## src/design/eab_consts.svh

```systemverilog
/*
  Offsets, field positions, codes and reset values of the external area bus timing block.
  Assumes an 8-bit APB byte address and 32-bit register words.
*/
`ifndef EAB_CONSTS_SVH
`define EAB_CONSTS_SVH
`define EAB_OFS_BCR0      8'h00
`define EAB_OFS_WCR0      8'h0c
`define EAB_OFS_STATUS    8'h18
`define EAB_BCR_IWS       23:22
`define EAB_BCR_IRO       20:19
`define EAB_BCR_IRS       17:16
`define EAB_BCR_TYPE      15:12
`define EAB_BCR_WIDTH     10:9
`define EAB_WCR_BAS       20
`define EAB_WCR_WW        18:16
`define EAB_WCR_SW        12:11
`define EAB_WCR_WR        10:7
`define EAB_WCR_WM        6
`define EAB_WCR_HW        1:0
`define EAB_BCR_MASK      32'h00dbf600
`define EAB_WCR0_MASK     32'h00001fc3
`define EAB_WCR3_MASK     32'h001007c0
`define EAB_WCR4_MASK     32'h00171fc3
`define EAB_BCR_RST       32'h00db0600
`define EAB_WCR_RST       32'h00000500
`define EAB_TYPE_NORMAL   4'h0
`define EAB_TYPE_BSRAM    4'h3
`define EAB_TYPE_SDRAM    4'h4
`define EAB_TYPE_PCMCIA   4'h5
`define EAB_WIDTH_8       2'b01
`define EAB_WIDTH_16      2'b10
`define EAB_AREA_COUNT    3
`endif

```

## src/design/eab_pkg.sv

```systemverilog
/*
  Types shared by the external area bus timing block.
  Assumes nothing of its surroundings.
*/
package eab_pkg;
  typedef enum logic [2:0] {ST_IDLE, ST_GAP, ST_SETUP, ST_STROBE, ST_HOLD} eab_state_t;
endpackage

```

## src/design/eab_ctrl.sv

```systemverilog
/*
  Per-area configuration registers and access timing engine for areas 0, 3 and 4.
  Assumes an APB master, a single-request user port and asynchronous external memory.
*/
// Overview of operation
// - Read then write same area: idle gap.
// - Read then read other area: idle gap.
// - Read then read same area: idle gap.
// - Type field picks normal or byte-select SRAM; other types are refused.
// - Width code 01 is 8, 10 is 16.
// - Area 0 width comes from the pin.
// - Wait layout follows the area number.
// - Setup delays strobes by whole-cycle steps.
// - Access wait code maps to cycle count.
// - Wait mask gates the external wait input.
// - Hold delays select negation after strobes.
// - Byte role bit swaps enable and write strobes.
// - Area 4 write wait overrides read wait.
// - Reserved bits read zero.
// - Width pin high gives 8, low 16.
`timescale 1ns/1ps
`include "eab_consts.svh"
module eab_ctrl #(
  parameter int ADDR_W = 26,
  parameter int DATA_W = 16
) (
  input  wire logic              ref_clk,
  input  wire logic              reset_n,
  input  wire logic              clk_en,
  input  wire logic              psel,
  input  wire logic              penable,
  input  wire logic              pwrite,
  input  wire logic [7:0]        paddr,
  input  wire logic [31:0]       pwdata,
  output logic      [31:0]       prdata,
  output logic                   pready,
  output logic                   pslverr,
  input  wire logic              area0_width_pin,
  input  wire logic              req_valid,
  input  wire logic              req_write,
  input  wire logic [1:0]        req_area,
  input  wire logic [ADDR_W-1:0] req_addr,
  input  wire logic [DATA_W-1:0] req_wdata,
  input  wire logic [1:0]        req_bytes,
  output logic                   req_ready,
  output logic                   resp_valid,
  output logic [DATA_W-1:0]      resp_rdata,
  output logic                   resp_error,
  output logic [ADDR_W-1:0]      ext_addr,
  output logic [DATA_W-1:0]      ext_wdata,
  output logic                   ext_wdata_oe,
  input  wire logic [DATA_W-1:0] ext_rdata,
  input  wire logic              ext_wait,
  output logic [2:0]             area_chip_select_n,
  output logic                   rd_n,
  output logic                   rd_wr_n,
  output logic [1:0]             byte_enable_n
);

  // Access wait code to cycle count; prohibited codes fall back to the longest count.
  function automatic logic [4:0] wait_cycles(input logic [3:0] code);
    case (code)
      4'h7:    wait_cycles = 5'h08;
      4'h8:    wait_cycles = 5'h0a;
      4'h9:    wait_cycles = 5'h0c;
      4'ha:    wait_cycles = 5'h0e;
      4'hb:    wait_cycles = 5'h12;
      4'hc:    wait_cycles = 5'h18;
      4'hd, 4'he, 4'hf: wait_cycles = 5'h18;
      default: wait_cycles = {1'b0, code};
    endcase
  endfunction

  // Idle field code to idle bus cycles: none, 1, 2 or 4.
  function automatic logic [2:0] idle_cycles(input logic [1:0] code);
    idle_cycles = (code == 2'b11) ? 3'h4 : {1'b0, code};
  endfunction

  logic [1:0]        rst_sync;
  logic              rst_n;
  logic              width_cap_done;
  logic              area0_8bit;
  logic [31:0]       bcr [`EAB_AREA_COUNT];
  logic [31:0]       wcr [`EAB_AREA_COUNT];
  logic [31:0]       bcr0_view;
  eab_pkg::eab_state_t state;
  eab_pkg::eab_state_t next_state;
  logic [5:0]        cnt;
  logic [5:0]        next_cnt;
  logic [1:0]        cur_area;
  logic              cur_write;
  logic              cur_bsram;
  logic              cur_bas;
  logic              cur_wm;
  logic [1:0]        cur_bytes;
  logic [1:0]        cur_hw;
  logic [1:0]        cur_sw;
  logic [4:0]        cur_wait;
  logic              last_valid;
  logic              last_read;
  logic [1:0]        last_area;

  // Reset is released through two flip-flops; the rest of the block uses the copy.
  always_ff @(posedge ref_clk or negedge reset_n) begin
    if (!reset_n) begin
      rst_sync <= 2'b00;
    end else begin
      rst_sync <= {rst_sync[0], 1'b1};
    end
  end
  assign rst_n = rst_sync[1];

  // The width pin is caught once, in the first enabled cycle after reset release.
  always_ff @(posedge ref_clk or negedge rst_n) begin
    if (!rst_n) begin
      width_cap_done <= 1'b0;
      area0_8bit     <= 1'b0;
    end else if (clk_en && !width_cap_done) begin
      width_cap_done <= 1'b1;
      area0_8bit     <= area0_width_pin;
    end
  end

  // APB decode: three bus control words, three wait control words, one status word.
  wire        apb_word   = (paddr[1:0] == 2'b00);
  wire        sel_bcr    = apb_word && (paddr < `EAB_OFS_WCR0);
  wire        sel_wcr    = apb_word && (paddr >= `EAB_OFS_WCR0) && (paddr < `EAB_OFS_STATUS);
  wire        sel_status = (paddr == `EAB_OFS_STATUS);
  wire        addr_ok    = sel_bcr || sel_wcr || sel_status;
  wire [1:0]  bcr_idx    = paddr[3:2];
  wire [7:0]  wcr_off    = paddr - `EAB_OFS_WCR0;
  wire [1:0]  wcr_idx    = wcr_off[3:2];
  wire        apb_wr     = psel && penable && pwrite && addr_ok;
  wire [31:0] wcr_mask [`EAB_AREA_COUNT] = '{`EAB_WCR0_MASK, `EAB_WCR3_MASK, `EAB_WCR4_MASK};
  wire        busy       = (state != eab_pkg::ST_IDLE);

  // One bus control and one wait control register per area; masks drop reserved bits.
  for (genvar gi = 0; gi < `EAB_AREA_COUNT; gi++) begin : g_area
    always_ff @(posedge ref_clk or negedge rst_n) begin
      if (!rst_n) begin
        bcr[gi] <= `EAB_BCR_RST;
        wcr[gi] <= `EAB_WCR_RST;
      end else if (clk_en && apb_wr) begin
        if (sel_bcr && bcr_idx == 2'(gi)) begin
          bcr[gi] <= pwdata & `EAB_BCR_MASK;
        end
        if (sel_wcr && wcr_idx == 2'(gi)) begin
          wcr[gi] <= pwdata & wcr_mask[gi];
        end
      end
    end
  end

  // Area 0 width bits show the pin level, whatever was written; the live pin stands in
  // until it is caught, so a read in the capture cycle is already right.
  wire   area0_8bit_view = width_cap_done ? area0_8bit : area0_width_pin;
  assign bcr0_view = {bcr[0][31:11], area0_8bit_view ? `EAB_WIDTH_8 : `EAB_WIDTH_16,
                      bcr[0][8:0]};

  wire [31:0] status_view = {29'h0, width_cap_done, area0_8bit, busy};
  wire [31:0] bcr_view    = (bcr_idx == 2'd0) ? bcr0_view :
                            (bcr_idx < 2'd3) ? bcr[bcr_idx] : 32'h0;
  wire [31:0] wcr_view    = (wcr_idx < 2'd3) ? wcr[wcr_idx] : 32'h0;
  wire [31:0] rd_mux      = sel_bcr ? bcr_view : sel_wcr ? wcr_view :
                            sel_status ? status_view : 32'h0;

  // Read data is latched in the setup phase so the access phase completes at once.
  always_ff @(posedge ref_clk or negedge rst_n) begin
    if (!rst_n) begin
      prdata <= 32'h0;
    end else if (clk_en && psel && !penable) begin
      prdata <= rd_mux;
    end
  end
  assign pready  = 1'b1;
  assign pslverr = psel && penable && !addr_ok;

  // Settings of the requested area, valid in the cycle a request is taken.
  wire [31:0] req_bcr   = (req_area == 2'd0) ? bcr[0] : (req_area == 2'd1) ? bcr[1] : bcr[2];
  wire [31:0] req_wcr   = (req_area == 2'd0) ? wcr[0] : (req_area == 2'd1) ? wcr[1] : wcr[2];
  wire [3:0]  req_type  = req_bcr[`EAB_BCR_TYPE];
  wire        req_bsram = (req_type == `EAB_TYPE_BSRAM);
  wire        type_ok   = (req_type == `EAB_TYPE_NORMAL) || req_bsram;
  wire        area_ok   = (req_area != 2'd3);
  wire        req_8bit  = (req_area == 2'd0) ? area0_8bit :
                          (req_bcr[`EAB_BCR_WIDTH] == `EAB_WIDTH_8);
  wire [4:0]  read_wait = wait_cycles(req_wcr[`EAB_WCR_WR]);
  wire [2:0]  ww_code   = req_wcr[`EAB_WCR_WW];
  wire        use_ww    = (req_area == 2'd2) && req_write && (ww_code != 3'h0);
  wire [4:0]  req_wait  = use_ww ? {2'b00, ww_code - 3'h1} : read_wait;
  wire        has_sw_hw = (req_area != 2'd1);
  wire [1:0]  req_sw    = has_sw_hw ? req_wcr[`EAB_WCR_SW] : 2'b00;
  wire [1:0]  req_hw    = has_sw_hw ? req_wcr[`EAB_WCR_HW] : 2'b00;
  wire        req_bas   = (req_area != 2'd0) && req_wcr[`EAB_WCR_BAS];

  // Idle gap after a read, taken from the previous area's bus control word.
  wire [31:0] last_bcr  = (last_area == 2'd0) ? bcr[0] : (last_area == 2'd1) ? bcr[1] : bcr[2];
  wire        after_rd  = last_valid && last_read;
  wire        same_area = (last_area == req_area);
  wire [2:0]  gap_ws    = (after_rd && req_write && same_area) ?
                          idle_cycles(last_bcr[`EAB_BCR_IWS]) : 3'h0;
  wire [2:0]  gap_ro    = (after_rd && !req_write && !same_area) ?
                          idle_cycles(last_bcr[`EAB_BCR_IRO]) : 3'h0;
  wire [2:0]  gap_rs    = (after_rd && !req_write && same_area) ?
                          idle_cycles(last_bcr[`EAB_BCR_IRS]) : 3'h0;
  wire [2:0]  gap_ab    = (gap_ws > gap_ro) ? gap_ws : gap_ro;
  wire [2:0]  gap_max   = (gap_ab > gap_rs) ? gap_ab : gap_rs;

  assign req_ready = width_cap_done && !busy;
  wire   take      = clk_en && req_valid && req_ready;
  wire   take_ok   = take && type_ok && area_ok;
  wire   stretch   = ext_wait && !cur_wm;

  // Sequencer; every count is in half bus cycles, one half per clock.
  always_comb begin
    next_state = state;
    next_cnt   = (cnt != 6'h0) ? cnt - 6'h1 : cnt;
    case (state)
      eab_pkg::ST_IDLE: begin
        if (take_ok && gap_max != 3'h0) begin
          next_state = eab_pkg::ST_GAP;
          next_cnt   = 6'({gap_max, 1'b0}) - 6'h1;
        end else if (take_ok) begin
          next_state = eab_pkg::ST_SETUP;
          next_cnt   = 6'({req_sw, 1'b0});
        end
      end
      eab_pkg::ST_GAP: begin
        if (cnt == 6'h0) begin
          next_state = eab_pkg::ST_SETUP;
          next_cnt   = 6'({cur_sw, 1'b0});
        end
      end
      eab_pkg::ST_SETUP: begin
        if (cnt == 6'h0) begin
          next_state = eab_pkg::ST_STROBE;
          next_cnt   = {cur_wait, 1'b1};
        end
      end
      eab_pkg::ST_STROBE: begin
        if (cnt == 6'h0 && !stretch) begin
          next_state = eab_pkg::ST_HOLD;
          next_cnt   = 6'({cur_hw, 1'b0});
        end
      end
      eab_pkg::ST_HOLD: begin
        if (cnt == 6'h0) begin
          next_state = eab_pkg::ST_IDLE;
        end
      end
      default: next_state = eab_pkg::ST_IDLE;
    endcase
  end

  // Sequencer state and counter.
  always_ff @(posedge ref_clk or negedge rst_n) begin
    if (!rst_n) begin
      state <= eab_pkg::ST_IDLE;
      cnt   <= 6'h0;
    end else if (clk_en) begin
      state <= next_state;
      cnt   <= next_cnt;
    end
  end

  // Request settings are frozen when taken so register writes cannot tear an access.
  always_ff @(posedge ref_clk or negedge rst_n) begin
    if (!rst_n) begin
      {cur_area, cur_write, cur_bsram, cur_bas, cur_wm} <= 6'h0;
      {cur_bytes, cur_hw, cur_sw, cur_wait}             <= 11'h0;
      ext_addr  <= '0;
      ext_wdata <= '0;
    end else if (take_ok) begin
      cur_area  <= req_area;
      cur_write <= req_write;
      cur_bsram <= req_bsram;
      cur_bas   <= req_bas;
      cur_wm    <= req_wcr[`EAB_WCR_WM];
      cur_bytes <= req_8bit ? 2'b01 : req_bytes;
      cur_hw    <= req_hw;
      cur_sw    <= req_sw;
      cur_wait  <= req_wait;
      ext_addr  <= req_addr;
      ext_wdata <= req_wdata;
    end
  end

  // Answer to the user port and memory of the previous access for idle gaps.
  always_ff @(posedge ref_clk or negedge rst_n) begin
    if (!rst_n) begin
      {resp_valid, resp_error, last_valid, last_read} <= 4'h0;
      last_area  <= 2'h0;
      resp_rdata <= '0;
    end else if (clk_en) begin
      resp_valid <= (state == eab_pkg::ST_HOLD) && (cnt == 6'h0);
      resp_error <= take && !(type_ok && area_ok);
      if (state == eab_pkg::ST_STROBE && next_state == eab_pkg::ST_HOLD && !cur_write) begin
        resp_rdata <= ext_rdata;
      end
      if (state == eab_pkg::ST_HOLD && cnt == 6'h0) begin
        last_valid <= 1'b1;
        last_read  <= !cur_write;
        last_area  <= cur_area;
      end
    end
  end

  // External strobes, decoded from the sequencer state.
  wire active   = (state == eab_pkg::ST_SETUP) || (state == eab_pkg::ST_STROBE) ||
                  (state == eab_pkg::ST_HOLD);
  wire strobe   = (state == eab_pkg::ST_STROBE);
  wire be_on    = cur_bsram ? (cur_bas ? active : strobe) : (strobe && cur_write);
  wire wr_on    = (cur_bsram && cur_bas) ? strobe : active;
  assign rd_n          = !(strobe && !cur_write);
  assign rd_wr_n       = !(cur_write && wr_on);
  assign byte_enable_n = ~(cur_bytes & {2{be_on}});
  assign ext_wdata_oe  = active && cur_write;
  for (genvar ci = 0; ci < 3; ci++) begin : g_cs
    assign area_chip_select_n[ci] = !(active && cur_area == 2'(ci));
  end

endmodule

```

## config.mk

```make
export PLATFORM = sky130hd
export DESIGN_NAME = eab_ctrl
export DESIGN_NICKNAME = d
export VERILOG_FILES = /design/src/design/eab_pkg.sv /design/src/design/eab_ctrl.sv
export VERILOG_INCLUDE_DIRS = /design/src /design/src/design
export SDC_FILE = /design/constraint.sdc
export NUM_CORES = 1
export LEC_CHECK = 0
export BUFFER_PORTS_ARGS = -buffer_cell sky130_fd_sc_hd__buf_2
export CORE_ASPECT_RATIO = 1.75
export CORE_MARGIN = 3
export CORE_UTILIZATION = 35
export DETAILED_ROUTE_END_ITERATION = 7
export SLEW_MARGIN = 20
export SYNTH_ARGS = -nofsm -noshare
export SYNTH_HDL_FRONTEND = slang
export SYNTH_SLANG_ARGS = --single-unit
```

## constraint.sdc

```tcl
create_clock -name ref_clk -period 4.8 [get_ports ref_clk]
set_input_delay 1.2 -clock ref_clk [delete_from_list [all_inputs] [get_ports ref_clk]]
set_output_delay 1.2 -clock ref_clk [all_outputs]
set_load 0.05 [all_outputs]
```

==> qor.csv <==
metric;value;unit
htree_levels;4;
synth_seq_cells;178;
start_util;0.3563;
track_usage;0.1720;
fin_skew;0.01021;ns
synth_edf_count;0;
drc;0;
ir_drop;0.0002885;V
drt_first_pass_iters;5;
crit_top_cell;mux2i_1;
area.sequential;0.004496;mm2
die-width;127.2;um
path_clk_slew;0.07;ns
synth_cells;812;
path_cells;buf_12 -> xor2_4 -> or3_4 -> nor3_4 -> ha_1 -> o21ai_1 -> nand2b_1 -> nor3_2 -> a21oi_1 -> or2_1 -> inv_2 -> ha_4 -> o211ai_1 -> mux2i_1 -> mux2i_1 -> inv_1 -> ha_2 -> ha_4 -> mux2i_1 -> mux2_4 -> a221oi_2 -> nor2_1;
worstSetupEndpointType;flop;
hpwl;17.58;mm
port_buffers;188;
crit_required;5.14;ns
clockBufferDepth;2;
diodes;0;
design.die.area;0.02773;mm2
ys_async_sr_fraction;1.000;
num_rows;77;
slew_viol_final;0;
drive_above_1_share;0.4402;
ys_types;67;
relSlewSlack;0.4120;
multi_input_area;0.004295;mm2
outcome;finished, final reports clean;
place_congestion;0.8655;
insertion_delay;0.45;ns
synth_area_per_cell;11.08;um2
start_kind;input port;
crit_arrival;5.11;ns
routed-via-count;6908;
io_pins;215;
synth_area_leaders;dfrtp_1 41%, mux2_2 17%, dfstp_2 8.8%;
wl_per_cell;17.91;um
worst-path-max-fanout;6;
yosysWarnings;0;
grt_max_degree;157;
ys_seq_area_frac;0.4994;
cts.sinks;178;
hold_viol_final;0;
netlist_area;0.008994;mm2
hold_class;flop to asynchronous set/reset pin;
postRouteAntennaNets;0;
cts_buffers;17;
layout_setup_ws;0.02486;ns
core;0.02524;mm2
worst_path_largest_cell_delay;0.42;ns
place_ws;-0.5379;ns
synth_area_leader_cell;dfrtp_1;
synth_top_area_frac;0.4118;
utilization;0.4393;
drt_iter0_markers;306;
cts_root_buf;clkbuf_16;
power;4.578;mW
max_freq;209.4;MHz
fill_cells;2451;
setup_viol;0;
instances_no_fill;1336;
grt_pass1_wl;37.38;mm
worst_slew_pin_slew;0.8819;ns
rsz0062_at_grt;yes;
grt_pass1_vias;7059;
crit_type;input port to flop;
layout_min_cycle_time;4.775;ns
cap_violations;0;
layout-area-overhead-vs-synth;23.30;%
wl;23.93;mm
crit_slowest_cell;or3_4;
leakage;5.412;nW
synth-main-ff-cell;dfrtp_1;
p_per_area;412.8;mW/mm2
tns;0;ns
post-route-period-util;0.9948;
cts_tree;done;
gr-total-overflow;0;
nets;1139;
fp.dieH;218.1;um
viasPerCell;5.171;
antenna_found_initial;1;
numPlacedInstances;1299;
registers in the layout, summed over array words and instances, names as in the netlist, 3 cells and up:
signal	count
bcr	36
wcr	28
ext_addr	26
prdata	20
ext_wdata	16
resp_rdata	16
cnt	6
cur_wait	5
state	3
cells in the mapped netlist (5+ instances only):
cell / count
o21a_1: 7
o31ai_1: 5
and3_1: 5
clkbuf_1: 20
or3_1: 5
ha_1: 19
dfrtp_1: 148
inv_1: 20
nand3_1: 11
nor2b_1: 7
buf_4: 14
a22oi_1: 5
o221ai_1: 9
a31oi_1: 5
nand2b_1: 5
mux2_2: 135
buf_2: 18
o21ai_0: 54
nor2_1: 43
dfstp_2: 30
nor3_1: 9
nand2_1: 92
mux2i_1: 28
a221oi_1: 5
a21oi_1: 40
cells in the final DEF, fill, tap and decap left out, types with 14 or more instances in the layout:
master	n
clkbuf_16	17
mux2i_1	28
mux2_2	135
nand2_1	92
dfstp_2	30
ha_1	15
buf_2	186
buf_4	31
conb_1	14
a21oi_1	37
nor2_1	43
dfrtp_1	147
inv_1	19
o21ai_0	52
critical path: cells and delay by family:
kind / cells / cell delay, ns
AOI/OAI and AO/OA: 4 / 0.54
xor gates and xnor gates: 1 / 0.18
adders and majority gates: 4 / 0.84
buffers and inverters: 3 / 0.25
muxes: 4 / 0.92
and+or+nand+nor: 6 / 1.16
per-layer routing:
metal / vias to the layer above / GRT usage / share of wire
met3: 39 / 0.03652 / 0.042
met4: 2 / 0.06836 / 0.028
met1: 3438 / 0.1924 / 0.38
met2: 176 / 0.3145 / 0.55
met5: - / 0 / 0.00029
li1: 3253 / - / -
power by group:
group          leakage, nW  internal [mW]  total [mW]  switching [mW]
sequential            2.29           1.69        1.82           0.127
clock                0.292          0.829        1.46           0.627
combinational         2.83          0.391        1.30           0.912
total                 5.41           2.91        4.58            1.67
logic make-up (layout without fill, tap and decap cells):
kind of cell / Yosys count / after routing / synth area share
AO/OA/AOI/OAI: 162 / 162 / 0.1144
XOR/XNOR: 5 / 5 / 0.004870
adder cells (fa/ha/maj): 19 / 19 / 0.02643
buffers and inverters: 76 / 272 / 0.04174
flip-flops: 178 / 178 / 0.4994
multiplexers: 167 / 167 / 0.2081
other: 2 / 14 / 0.0008350
AND/OR/NAND/NOR: 203 / 203 / 0.1042
repair_timing:
item	4_1_cts	5_1_grt
gates resized for setup	11	10
hold buffers	0	0
pin swaps	9	8
endpoints found under the setup margin	2	7
setup buffers	5	1
cell type report:
class | instances | area share
repair buffers | 220 | 0.1099
well taps | 316 | 0.03565
clock buffers | 18 | 0.03870
clock inverters | 13 | 0.01591
inverters | 21 | 0.007108
multi-input cells | 570 | 0.3873
flip-flops and latches | 178 | 0.4054
per-stage QoR:
step / hold WS [ns] / instance area (um2)
floorplan: 0.3311 / 9075
global route: 0.2455 / 11090
CTS: 0.2324 / 11020
finish: 0.2213 / 11090
global placement: 0.2232 / 10330
detailed placement: 0.2255 / 10330
path summary, 6_finish.rpt:
kind | from | end | slack, ns | cells past startpoint
hold reg to reg | rst_sync[1]$_DFF_PN0_ | ext_wdata[14]$_DFFE_PN0P_ | 0.22 | 0
min in group ref_clk | rst_sync[0]$_DFF_PN0_ | rst_sync[1]$_DFF_PN0_ | 0.36 | 0
setup / recovery | req_area[0] | cnt[2]$_DFFE_PN0P_ | 0.02 | 22
max in group asynchronous | rst_sync[1]$_DFF_PN0_ | bcr[78]$_DFFE_PN0P_ | 3.42 | 1
hold / removal | rst_sync[1]$_DFF_PN0_ | ext_wdata[14]$_DFFE_PN0P_ | 0.22 | 0
setup reg to reg | last_area[0]$_DFFE_PN0P_ | cnt[2]$_DFFE_PN0P_ | 0.23 | 22
(Power assumes the default switching activity.)
